[config.mk]
export PLATFORM = sky130hd
export DESIGN_NAME = pcs_top
export DESIGN_NICKNAME = d
export VERILOG_FILES = /design/src/pcs_pkg.sv /design/src/pcs_stack_mem.sv /design/src/pcs_top.sv
export SDC_FILE = /design/constraint.sdc
export NUM_CORES = 1
export LEC_CHECK = 0
export BUFFER_PORTS_ARGS = -buffer_cell sky130_fd_sc_hd__buf_2
export CAP_MARGIN = 10
export CORE_UTILIZATION = 61
export CTS_BUF_LIST = sky130_fd_sc_hd__clkbuf_4 sky130_fd_sc_hd__clkbuf_8 sky130_fd_sc_hd__clkbuf_16
export DETAILED_ROUTE_END_ITERATION = 6
export GPL_ROUTABILITY_DRIVEN = 0
export GPL_TIMING_DRIVEN = 1
export PLACE_DENSITY = 0.88
export SYNTH_ARGS = -nofsm -noshare
export SYNTH_HDL_FRONTEND = slang
export SYNTH_SLANG_ARGS = --single-unit
[constraint.sdc]
create_clock -name CLK -period 4.6 [get_ports CLK]
set_clock_uncertainty 0.2 [all_clocks]
set_input_delay 0 -clock CLK [delete_from_list [all_inputs] [get_ports CLK]]
set_output_delay 0 -clock CLK [all_outputs]
set_load 0.02 [all_outputs]
[src/pcs_pkg.sv]
// package for the program counter and return stack block
// assumes a single core clock domain and an 8-bit register port
package pcs_pkg;

	localparam int PC_W = 15;
	localparam int DEPTH = 16;
	localparam int IDX_W = 5;
	localparam int ADDR_W = 12;

	// register offsets
	localparam logic [11:0] OFS_PC_LOW = 12'h002;
	localparam logic [11:0] OFS_PC_LATCH = 12'h00a;
	localparam logic [11:0] OFS_STAT = 12'hfe0;
	localparam logic [11:0] OFS_MASK = 12'hfe1;
	localparam logic [11:0] OFS_CFG = 12'hfe2;
	localparam logic [11:0] OFS_STACK_INDEX = 12'hfed;
	localparam logic [11:0] OFS_TOP_LOW = 12'hfee;
	localparam logic [11:0] OFS_TOP_HIGH = 12'hfef;

	// reset values
	localparam logic [4:0] STACK_INDEX_RST = 5'h1f;
	localparam logic [14:0] PC_RST = 15'h0000;
	localparam logic [6:0] LATCH_RST = 7'h00;
	localparam logic [1:0] STAT_RST = 2'h0;
	localparam logic [1:0] MASK_RST = 2'h0;
	localparam logic CFG_RST = 1'b0;

	// status bit positions
	localparam int ST_OVF = 0;
	localparam int ST_UNF = 1;

	// core operation codes
	typedef enum logic [3:0] {
		PCS_OP_NONE = 4'h0,
		PCS_OP_STEP = 4'h1,
		PCS_OP_CALL = 4'h2,
		PCS_OP_CALL_VIA_W = 4'h3,
		PCS_OP_BRW = 4'h4,
		PCS_OP_BRA = 4'h5,
		PCS_OP_RET = 4'h6,
		PCS_OP_INT = 4'h7
	} pcs_op_e;

	typedef struct packed {
		pcs_op_e op;
		logic [10:0] operand;
		logic [7:0] accum;
		logic [14:0] vector;
	} pcs_req_s;

	typedef struct packed {
		logic [11:0] addr;
		logic [7:0] wdata;
		logic wr;
		logic rd;
	} pcs_bus_s;

endpackage : pcs_pkg

[src/pcs_stack_mem.sv]
// return address storage array with one write and one read port
// assumes index is already limited to the array range by the caller
`timescale 1ns/1ps
`default_nettype none
module pcs_stack_mem #(
	parameter int DEPTH = 16,
	parameter int WIDTH = 15
) (
	// clock
	input wire logic clk,
	// write port
	input wire logic wr_en,
	input wire logic [$clog2(DEPTH)-1:0] wr_idx,
	input wire logic [WIDTH-1:0] wr_data,
	// read port
	input wire logic [$clog2(DEPTH)-1:0] rd_idx,
	output logic [WIDTH-1:0] rd_data
);
	if (DEPTH < 2 || WIDTH < 1) begin : g_bad_size
		$error("pcs_stack_mem: bad size");
	end

	// no reset: contents are unknown after power up
	logic [WIDTH-1:0] mem [DEPTH];

	always_ff @(posedge clk) begin
		if (wr_en) begin
			mem[wr_idx] <= wr_data;
		end
	end

	assign rd_data = mem[rd_idx];
endmodule : pcs_stack_mem
`default_nettype wire

[src/pcs_top.sv]
// program counter and 16-level return address stack of the core
// assumes the core issues one operation per clock and the register
// port strobes are one cycle long and never together
`timescale 1ns/1ps
`default_nettype none
module pcs_top #(
	parameter int DEPTH = pcs_pkg::DEPTH
) (
	// clock and reset
	input wire logic CLK,
	input wire logic RESET_N,
	// core operation request
	input wire logic [3:0] OP,
	input wire logic [10:0] OPERAND,
	input wire logic [7:0] ACCUM,
	input wire logic [14:0] VECTOR,
	// program counter out
	output logic [14:0] PC,
	// register port
	input wire logic [11:0] ADDR,
	input wire logic [7:0] WDATA,
	input wire logic WR,
	input wire logic RD,
	output logic [7:0] RDATA,
	// configuration and faults
	output logic STACK_FAULT_RESET,
	output logic IRQ
);
	// the five bit index and its overflow codes only fit sixteen entries
	if (DEPTH != 16) begin : g_bad_depth
		$error("pcs_top: stack index width needs depth 16");
	end

	////////////////////////////////////////////////////////////////////
	// request and bus bundles

	pcs_pkg::pcs_req_s req;
	pcs_pkg::pcs_bus_s bus;
	assign req = '{
		op: pcs_pkg::pcs_op_e'(OP),
		operand: OPERAND,
		accum: ACCUM,
		vector: VECTOR
	};
	assign bus = '{
		addr: ADDR,
		wdata: WDATA,
		wr: WR,
		rd: RD
	};

	////////////////////////////////////////////////////////////////////
	// state

	logic [14:0] pc_q, pc_d;
	logic [6:0] latch_q, latch_d;
	logic [4:0] sidx_q, sidx_d;
	logic [1:0] stat_q, stat_d;
	logic [1:0] mask_q, mask_d;
	logic fault_en_q, fault_en_d;
	logic fault_q, fault_d;
	logic [7:0] rdata_q, rdata_d;

	////////////////////////////////////////////////////////////////////
	// register decode

	wire sel_pcl = bus.addr == pcs_pkg::OFS_PC_LOW;
	wire sel_lat = bus.addr == pcs_pkg::OFS_PC_LATCH;
	wire sel_stat = bus.addr == pcs_pkg::OFS_STAT;
	wire sel_mask = bus.addr == pcs_pkg::OFS_MASK;
	wire sel_cfg = bus.addr == pcs_pkg::OFS_CFG;
	wire sel_idx = bus.addr == pcs_pkg::OFS_STACK_INDEX;
	wire sel_tl = bus.addr == pcs_pkg::OFS_TOP_LOW;
	wire sel_th = bus.addr == pcs_pkg::OFS_TOP_HIGH;

	wire wr_pcl = bus.wr && sel_pcl;
	wire wr_lat = bus.wr && sel_lat;
	wire wr_stat = bus.wr && sel_stat;
	wire wr_mask = bus.wr && sel_mask;
	wire wr_cfg = bus.wr && sel_cfg;
	wire wr_idx = bus.wr && sel_idx;
	wire wr_tl = bus.wr && sel_tl;
	wire wr_th = bus.wr && sel_th;

	////////////////////////////////////////////////////////////////////
	// stack operation decode

	wire do_push = req.op == pcs_pkg::PCS_OP_CALL || req.op == pcs_pkg::PCS_OP_CALL_VIA_W
		|| req.op == pcs_pkg::PCS_OP_INT;
	wire do_pop = req.op == pcs_pkg::PCS_OP_RET;

	// push overflows when the index already sits on the top entry
	wire push_ovf = do_push && sidx_q == 5'h0f;
	// pop underflows when the index is below the first entry
	wire pop_unf = do_pop && sidx_q == 5'h1f;

	wire [4:0] sidx_inc = sidx_q + 5'h01;
	wire [4:0] sidx_dec = sidx_q - 5'h01;
	// wrap inside sixteen entries whether fault reset is on or off
	wire [3:0] push_slot = sidx_inc[3:0];

	////////////////////////////////////////////////////////////////////
	// storage

	logic mem_we;
	logic [3:0] mem_widx;
	logic [14:0] mem_wdata;
	logic [14:0] top_entry;

	wire [14:0] pc_inc = pc_q + 15'h0001;

	assign mem_we = do_push || wr_tl || wr_th;
	assign mem_widx = do_push ? push_slot : sidx_q[3:0];
	assign mem_wdata = do_push ? (req.op == pcs_pkg::PCS_OP_INT ? pc_q : pc_inc) :
		wr_th ? {bus.wdata[6:0], top_entry[7:0]} : {top_entry[14:8], bus.wdata};

	pcs_stack_mem #(
		.DEPTH(DEPTH),
		.WIDTH(pcs_pkg::PC_W)
	) u_mem (
		.clk(CLK),
		.wr_en(mem_we),
		.wr_idx(mem_widx),
		.wr_data(mem_wdata),
		.rd_idx(sidx_q[3:0]),
		.rd_data(top_entry)
	);

	////////////////////////////////////////////////////////////////////
	// next program counter

	wire [14:0] call_tgt = {latch_q[6:3], req.operand};
	wire [14:0] call_via_w_tgt = {latch_q, req.accum};
	wire [14:0] brw_tgt = pc_inc + {7'h00, req.accum};
	wire [14:0] bra_tgt = pc_inc + {{4{req.operand[10]}}, req.operand};

	always_comb begin
		case (req.op)
			pcs_pkg::PCS_OP_STEP: pc_d = pc_inc;
			pcs_pkg::PCS_OP_CALL: pc_d = call_tgt;
			pcs_pkg::PCS_OP_CALL_VIA_W: pc_d = call_via_w_tgt;
			pcs_pkg::PCS_OP_BRW: pc_d = brw_tgt;
			pcs_pkg::PCS_OP_BRA: pc_d = bra_tgt;
			pcs_pkg::PCS_OP_RET: pc_d = top_entry;
			pcs_pkg::PCS_OP_INT: pc_d = req.vector;
			default: pc_d = pc_q;
		endcase
		// low byte write brings the latch into the upper bits
		if (wr_pcl) begin
			pc_d = {latch_q, bus.wdata};
		end
	end

	////////////////////////////////////////////////////////////////////
	// index, latch, flags

	always_comb begin
		sidx_d = sidx_q;
		if (do_push) begin
			// from 5'h1f the five bit increment wraps to 5'h00 by itself
			sidx_d = push_ovf ? 5'h00 : sidx_inc;
		end else if (do_pop) begin
			sidx_d = pop_unf ? 5'h0f : sidx_dec;
		end else if (wr_idx) begin
			sidx_d = bus.wdata[4:0];
		end
	end

	// latch only changes by a software write
	assign latch_d = wr_lat ? bus.wdata[6:0] : latch_q;

	// bit 1 underflow, bit 0 overflow
	wire [1:0] flag_set = {pop_unf, push_ovf};
	assign mask_d = wr_mask ? bus.wdata[1:0] : mask_q;
	assign fault_en_d = wr_cfg ? bus.wdata[0] : fault_en_q;
	assign fault_d = fault_en_q && (push_ovf || pop_unf);

	////////////////////////////////////////////////////////////////////
	// read data, valid only in the cycle after the strobe

	always_comb begin
		rdata_d = 8'h00;
		if (bus.rd) begin
			case (1'b1)
				sel_pcl: rdata_d = pc_q[7:0];
				sel_lat: rdata_d = {1'b0, latch_q};
				sel_stat: rdata_d = {6'h00, stat_q};
				sel_mask: rdata_d = {6'h00, mask_q};
				sel_cfg: rdata_d = {7'h00, fault_en_q};
				sel_idx: rdata_d = {3'h0, sidx_q};
				sel_tl: rdata_d = top_entry[7:0];
				sel_th: rdata_d = {1'b0, top_entry[14:8]};
				default: rdata_d = 8'h00;
			endcase
		end
	end

	////////////////////////////////////////////////////////////////////
	// registers, one short block each

	always_ff @(posedge CLK or negedge RESET_N) begin
		if (!RESET_N) begin
			pc_q <= pcs_pkg::PC_RST;
		end else begin
			pc_q <= pc_d;
		end
	end

	always_ff @(posedge CLK or negedge RESET_N) begin
		if (!RESET_N) begin
			latch_q <= pcs_pkg::LATCH_RST;
		end else begin
			latch_q <= latch_d;
		end
	end

	always_ff @(posedge CLK or negedge RESET_N) begin
		if (!RESET_N) begin
			sidx_q <= pcs_pkg::STACK_INDEX_RST;
		end else begin
			sidx_q <= sidx_d;
		end
	end

	always_ff @(posedge CLK or negedge RESET_N) begin
		if (!RESET_N) begin
			mask_q <= pcs_pkg::MASK_RST;
		end else begin
			mask_q <= mask_d;
		end
	end

	always_ff @(posedge CLK or negedge RESET_N) begin
		if (!RESET_N) begin
			fault_en_q <= pcs_pkg::CFG_RST;
		end else begin
			fault_en_q <= fault_en_d;
		end
	end

	// pulse only: whoever resets the device must stretch it if needed
	always_ff @(posedge CLK or negedge RESET_N) begin
		if (!RESET_N) begin
			fault_q <= 1'b0;
		end else begin
			fault_q <= fault_d;
		end
	end

	always_ff @(posedge CLK or negedge RESET_N) begin
		if (!RESET_N) begin
			rdata_q <= 8'h00;
		end else begin
			rdata_q <= rdata_d;
		end
	end

	// flags clear on this reset; the system keeps the fault cause across
	// its own stack fault reset. a new event wins over a same-cycle clear
	// so that a late acknowledge never hides a fault
	for (genvar gi = 0; gi < 2; gi++) begin : g_flag
		assign stat_d[gi] = flag_set[gi] | (stat_q[gi] & ~(wr_stat & bus.wdata[gi]));
		always_ff @(posedge CLK or negedge RESET_N) begin
			if (!RESET_N) begin
				stat_q[gi] <= pcs_pkg::STAT_RST[gi];
			end else begin
				stat_q[gi] <= stat_d[gi];
			end
		end
	end

	assign PC = pc_q;
	assign RDATA = rdata_q;
	assign STACK_FAULT_RESET = fault_q;
	assign IRQ = |(stat_q & mask_q);
endmodule : pcs_top
`default_nettype wire

Word-level counts from Yosys, hierarchy flattened
Memory sizes are Yosys's and may differ from the RTL's.
Index checks and enable logic that the tools add are counted.
- add/subtract/negate cells: 5
- eq/ne operators: 17
- muxes and demuxes: 22
- bitwise operators: 9
- reductions and logical operators: 19
- operators by type and width (kind ; number):
    $pmux 15 s7 ; 1
    $eq 12x12->1 const B ; 6
    $mux 8 ; 8
    $mux 15 ; 4
    $mux 5 ; 5
    $eq 4x3->1 const B ; 4
    $add 15x1->15 const B ; 1
    $add 15x15->15 ; 1
    $add 15x8->15 ; 1
    $eq 12x2->1 const B ; 1
    $eq 12x4->1 const B ; 1
    $logic_and 1x1->1 ; 11
    $eq 4x2->1 const B ; 2
    $reduce_bool 8->1 ; 1
    $mux 7 ; 1
    $add 5x1->5 const B ; 1
    $eq 5x4->1 const B ; 1
    $eq 5x5->1 const B ; 1
    $logic_or 1x1->1 ; 5
    $sub 5x1->5 const B ; 1
    $and 1x1->1 ; 4
    $eq 4x1->1 const B ; 1
    $mux 4 ; 1
    $reduce_bool 3->1 ; 1
    other kinds (5) ; 8
- register bits: 41
- RAM bits: 240
- bits of input ports: 62
- word-level logic and storage cells: 82
- memories: 1
- memories (name ; words ; bits a word ; rd ports ; clocked after Yosys merged registers in ; wr ports ; line ; source):
    u_mem.mem ; 16 ; 15 ; 1 ; 0 ; 1 ; pcs_stack_mem.sv:24 ; logic [WIDTH-1:0] mem [DEPTH];

Logic depth before layout (Yosys ltp)
- word-level depth: 10
- depth in mapped cells: 13
- mapped depth without buffers: 13

By module
Synthesis repeated with hierarchy kept, for this count alone.
- cell total of the unflattened synthesis: 949
- area total of the unflattened synthesis: 13695.6 µm²
- by module, submodules not included (module ; times used ; cells each ; area an instance (µm²) ; sequential area each (µm²)):
    pcs_stack_mem ; 1 ; 391 ; 9146.3 ; 7206.9
    pcs_top ; 1 ; 558 ; 4549.4 ; 1032.2

Worst setup path after synthesis
Ideal clock, no wire load.
- path type: flip-flop to flip-flop
- start point: register pc_q[2] (netlist: PC[2])
- end point: register pc_q[13] (netlist: PC[13])
- library setup time: 0.086 ns
- arrival time: 2.925 ns
- required time: 4.314 ns
- path slack: 1.389 ns
- cell stages (with the launch flop): 14
- path buffers: 1
- path through: dfrtp_1 clkbuf_1 nand4_1 nor2_1 nand3_1 xor2_1 inv_1 ha_1 nand3_1 o22ai_1 a221o_1 a21oi_1 or3_1 a32oi_1
- word-level cells in the longest chain between the ends: 4
- ends and longest elaborated chain (element ; line ; source):
    start, declared ; pcs_top.sv:55 ; logic [14:0] pc_q, pc_d;
    start signal, assigned ; pcs_top.sv:203 ; pc_q <= pcs_pkg::PC_RST;
    start signal, assigned ; pcs_top.sv:205 ; pc_q <= pc_d;
    $add 15x1->15 (*) ; pcs_top.sv:110 ; wire [14:0] pc_inc = pc_q + 15'h0001;
    $add 15x15->15 or $add 15x8->15 (tied branches) ; pcs_top.sv:135, pcs_top.sv:134 ;
    $pmux 15 s7 (*) ; pcs_top.sv:138 ; case (req.op)
    $mux 15 (*) ; pcs_top.sv:149 ; if (wr_pcl) begin
Every way passes the cells marked *; elsewhere a longest branch is shown, timed or not.
A chain may end at the register's enable or synchronous reset.

Final worst setup path
- start point: register pc_q[2] (netlist: PC[2])
- end point: register pc_q[7] (netlist: PC[7])
Same word-level chain as after synthesis.

==> results by stage <==
Timing:
- Setup repair after global routing left no endpoint under its margin.
- The number of pins exceeding their max-slew limit in the final report was 0.
- The worst relative slew slack is 20.9%.
- The hold violation count in the final report is 0.
- At the pin with the least slew margin, the transition time is 1.18 ns.
- Counting I/O delays and the setup requirement, the final critical path takes 4.39 ns.
- The number of setup violations in the final report is 0.
- Of the available clock period, the critical path in the final layout requires 95.5%.
- Timing would allow up to 228 MHz.
- In the final timing run, aggregate negative setup slack is 0 ns.

Critical path:
- The critical path in this run is classified as flop to flop.
- The largest stage delay on the critical path is 0.81 ns.
- On the critical path, the stage with the largest delay is an instance of xnor2_1.
- The capturing element type of the critical path is a flop.
- Data arrives at the worst endpoint at 4.63 ns.
- The element type at the critical path start is a flop.
- Walking the worst path, the cells encountered are nand4_1, nor2_1, nand2_1, xnor2_1, ha_1, or3_1, a311oi_2, o21ai_1, dlygate4sd3_1.
- The largest fanout on the critical path is 10.
- Data on the critical path is required at its endpoint by 4.84 ns.

Logic synthesis:
- The number of register bits inferred by synthesis is 281.
- The number of instances in the synthesized netlist is 1,022.
- The mean instance size in the synthesized netlist is 13.6 um^2.
- In this run, distinct cell masters in the synthesized netlist total 73.
- For this run, the leading register cell type out of synthesis is edfxtp_1.
- The number of synthesized flops with an enable pin is 240.
- The biggest area consumer among synthesized cells is edfxtp_1.
- The commonest cells after synthesis are edfxtp_1, nor2_1, mux4_2.
- The area share of the largest cell type after synthesis is 51.8%.
- Summing every instance area after synthesis gives 13,900 um^2.
- By instance count, the leading cell after synthesis is edfxtp_1.
- The post-synth net total is 1,102.
- For this run, the register share of the synthesized area comes to 59.2%.
- For this run, the number of Yosys warnings is 0.
- Counting flops with an async set or reset pin after synthesis yields a share of 14.6%.
- In the post-synthesis netlist, the biggest area contributors are edfxtp_1, mux4_2, dfrtp_1.

Hold path:
- The worst hold path belongs to the class primary input to flop.

Status:
- The checks that failed: DRC.
- The flow ran to the end, but the final reports show violations.

Floorplan:
- The initial standard-cell utilization of the core is 63.0%.
- 87 I/O pins were placed.
- The core footprint is 22,100 um^2.
- The width of the die is 153 um.
- The overall die height is 153 um.
- The number of cell rows is 54.
- The die covers 23,400 um^2.

Global route:
- The largest net degree at the start of global routing is 37.
- Global routing finished with a remaining overflow of 0.
- The first global-routing pass estimated 68,300 um of wire.
- The initial antenna violation count is 1.
- The via count of the first global-routing pass came to 11,010.
- Across every metal layer, demand over resource in global routing totals 40.0%.

CTS:
- The sink count of the clock tree is 281.
- The buffer depth of the longest clock path is 3.
- The clock tree root driver cell is clkbuf_16.
- The TritonCTS clock tree is built.
- The latest clock arrival within the worst-skew pair is 0.58 ns.
- The clock-pin slew on the worst setup and hold paths is 0.07 ns.
- Post-CTS timing repair inserted 0 buffers for setup.
- The number of levels in the clock H-tree is 1.
- The number of clock buffers inserted by TritonCTS is 28.

Detailed routing:
- In this run, the number of DRC markers left after iteration 0 of detailed routing was 1,641.
- The final routed DRC violation total is 69.
- The count of nets left with antenna violations once routing finished came out at 0.
- The average wire per cell in the routed design is 30.5 um.
- The detailed router placed 11,084 vias in this run.
- The detail-routed via count per cell is 7.52.
- For this run, the detailed router's first-pass iteration total came to 7.
- The routed design has 44,900 um of wire.

Final layout:
- The repair_antennas step left the layout with diodes totalling 0.
- In the final layout, the share of cells above drive strength 1 is 22.2%.
- The layout overhead on the synthesized area is 16.9%.
- The area of all placed cells without fillers is 16,300 um^2.
- The count of filler cells inserted in the layout is 1,259.
- The final layout contains 1,251 nets.

Placement:
- The standard cell area after detailed placement is 14,700 um^2.
- Once detailed placement completed, the half-perimeter wirelength came to 26,200 um.
- The count of input and output buffers is 86.

Pwr:
- The static leakage is 5.98 nW.
- Overall power consumption after layout is estimated at 6.92 mW.
- Power spread over the standard cell area amounts to 426 nW/um^2.
- VDD sags by at most 0.318 mV.

Run:
- The number of maximum-capacitance violations is 0.
-- through the flow --
stage	hold WS [ns]	setup WS [ns]	utilization, %	cells
final	0.0414	0.205	73.6	1473
after global routing	0.0587	0.0540	73.6	1473
after CTS	0.0112	0.307	73.5	1473
after detailed placement	-0.00494	0.796	66.5	1360
after global placement	-0.0105	0.828	66.5	1360
after floorplan	-0.496	1.39	-	1022
-- final timing paths --
path / from / end / slack (ns) / cells past startpoint
min: OP[1] / sidx_q[0] / 0.04 / 4
max reg2reg: PC[2] / PC[7] / 0.21 / 9
min reg2reg: stat_q[1] / stat_q[1] / 0.34 / 1
min in group asynchronous: RESET_N / sidx_q[2] / 0.49 / 3
max in group asynchronous: RESET_N / PC[0] / 3.46 / 4
max: PC[2] / PC[7] / 0.21 / 9
-- routing by layer --
layer / share of wire (%) / vias to the layer above / global-route usage [%]
li1: - / 4373 / -
met1: 32 / 5205 / 48.7
met2: 45 / 1159 / 60.7
met3: 15 / 343 / 14.5
met4: 8.1 / 4 / 25.8
met5: 0.10 / - / 1.04
-- report_power, final --
| part | switching (mW) | total, mW | internal [mW] |
|---|---|---|---|
| registers | 0.154 | 3.11 | 2.96 |
| clock network | 1.03 | 2.31 | 1.28 |
| logic | 0.947 | 1.49 | 0.548 |
| total | 2.13 | 6.92 | 4.79 |
-- worst max-delay path, delay by kind of cell (launching register included) --
| family | cells | cell delay, ns |
|---|---|---|
| simple gates | 4 | 1.07 |
| buf+inv | 1 | 0.60 |
| compound gates | 2 | 0.55 |
| fa+ha+maj | 1 | 0.43 |
| xor+xnor | 1 | 0.81 |
| flops | 1 | 0.62 |
-- cell families after synthesis --
group           after synthesis  synth area share (%)
fa+ha+maj                    18                  1.67
xor+xnor                     22                  1.38
buf+inv                      84                  2.66
compound gates              256                  12.2
mux                         114                  14.2
simple gates                247                  8.70
flops                       281                  59.2
-- repair_timing --
| action | 4_1_cts | 5_1_grt |
|---|---|---|
| endpoints found under the setup margin | 0 | 4 |
| gates resized for setup | 0 | 6 |
| hold buffers | 61 | 0 |
| hold endpoints to repair | 113 | 0 |
-- final cells by class --
type                    instances  area, um^2  area share (%)
flip-flops and latches        281        8240            50.7
well taps                     280         350            2.15
clock inverters                19         186            1.15
clock buffers                  33         738            4.54
repair buffers                180        1320            8.14
inverters                      23        86.3           0.531
multi-input cells             657        5340            32.8
-- state kept, by name, summed over array words and instances, names as in the netlist --
register and count:
u_mem.mem 240, PC 15, RDATA 8, latch_q 7, sidx_q 5, mask_q 2, stat_q 2, STACK_FAULT_RESET 1
fault_en_q 1
-- cell usage in the layout, fill, tap and decap left out, types with 5 or more instances in the layout --
cell type      instances
mux4_2                65
a22o_1                 5
nor2b_1                7
a221oi_1               9
o22ai_1               11
nor2_1                69
buf_2                 86
o21ai_1               39
o211ai_1               6
a21oi_1               58
a221o_1                7
o221ai_1               9
dlygate4sd3_1         60
xor2_1                 9
a22oi_1               15
dfrtp_1               35
mux2_1                 7
clkbuf_16             28
nand4_1                9
inv_1                 21
nand3_1               31
nor3_1                16
and2_1                11
mux2i_1               29
nand2_1               53
nand2b_1               7
ha_1                  17
a211oi_1              11
o21ai_0               32
a21o_1                10
clkinv_1               7
edfxtp_1             240
clkbuf_4               5
xnor2_1               12
a31oi_1                5
and3_1                18
buf_4                 31
mux2_2                13
(Power assumes the default switching activity.)
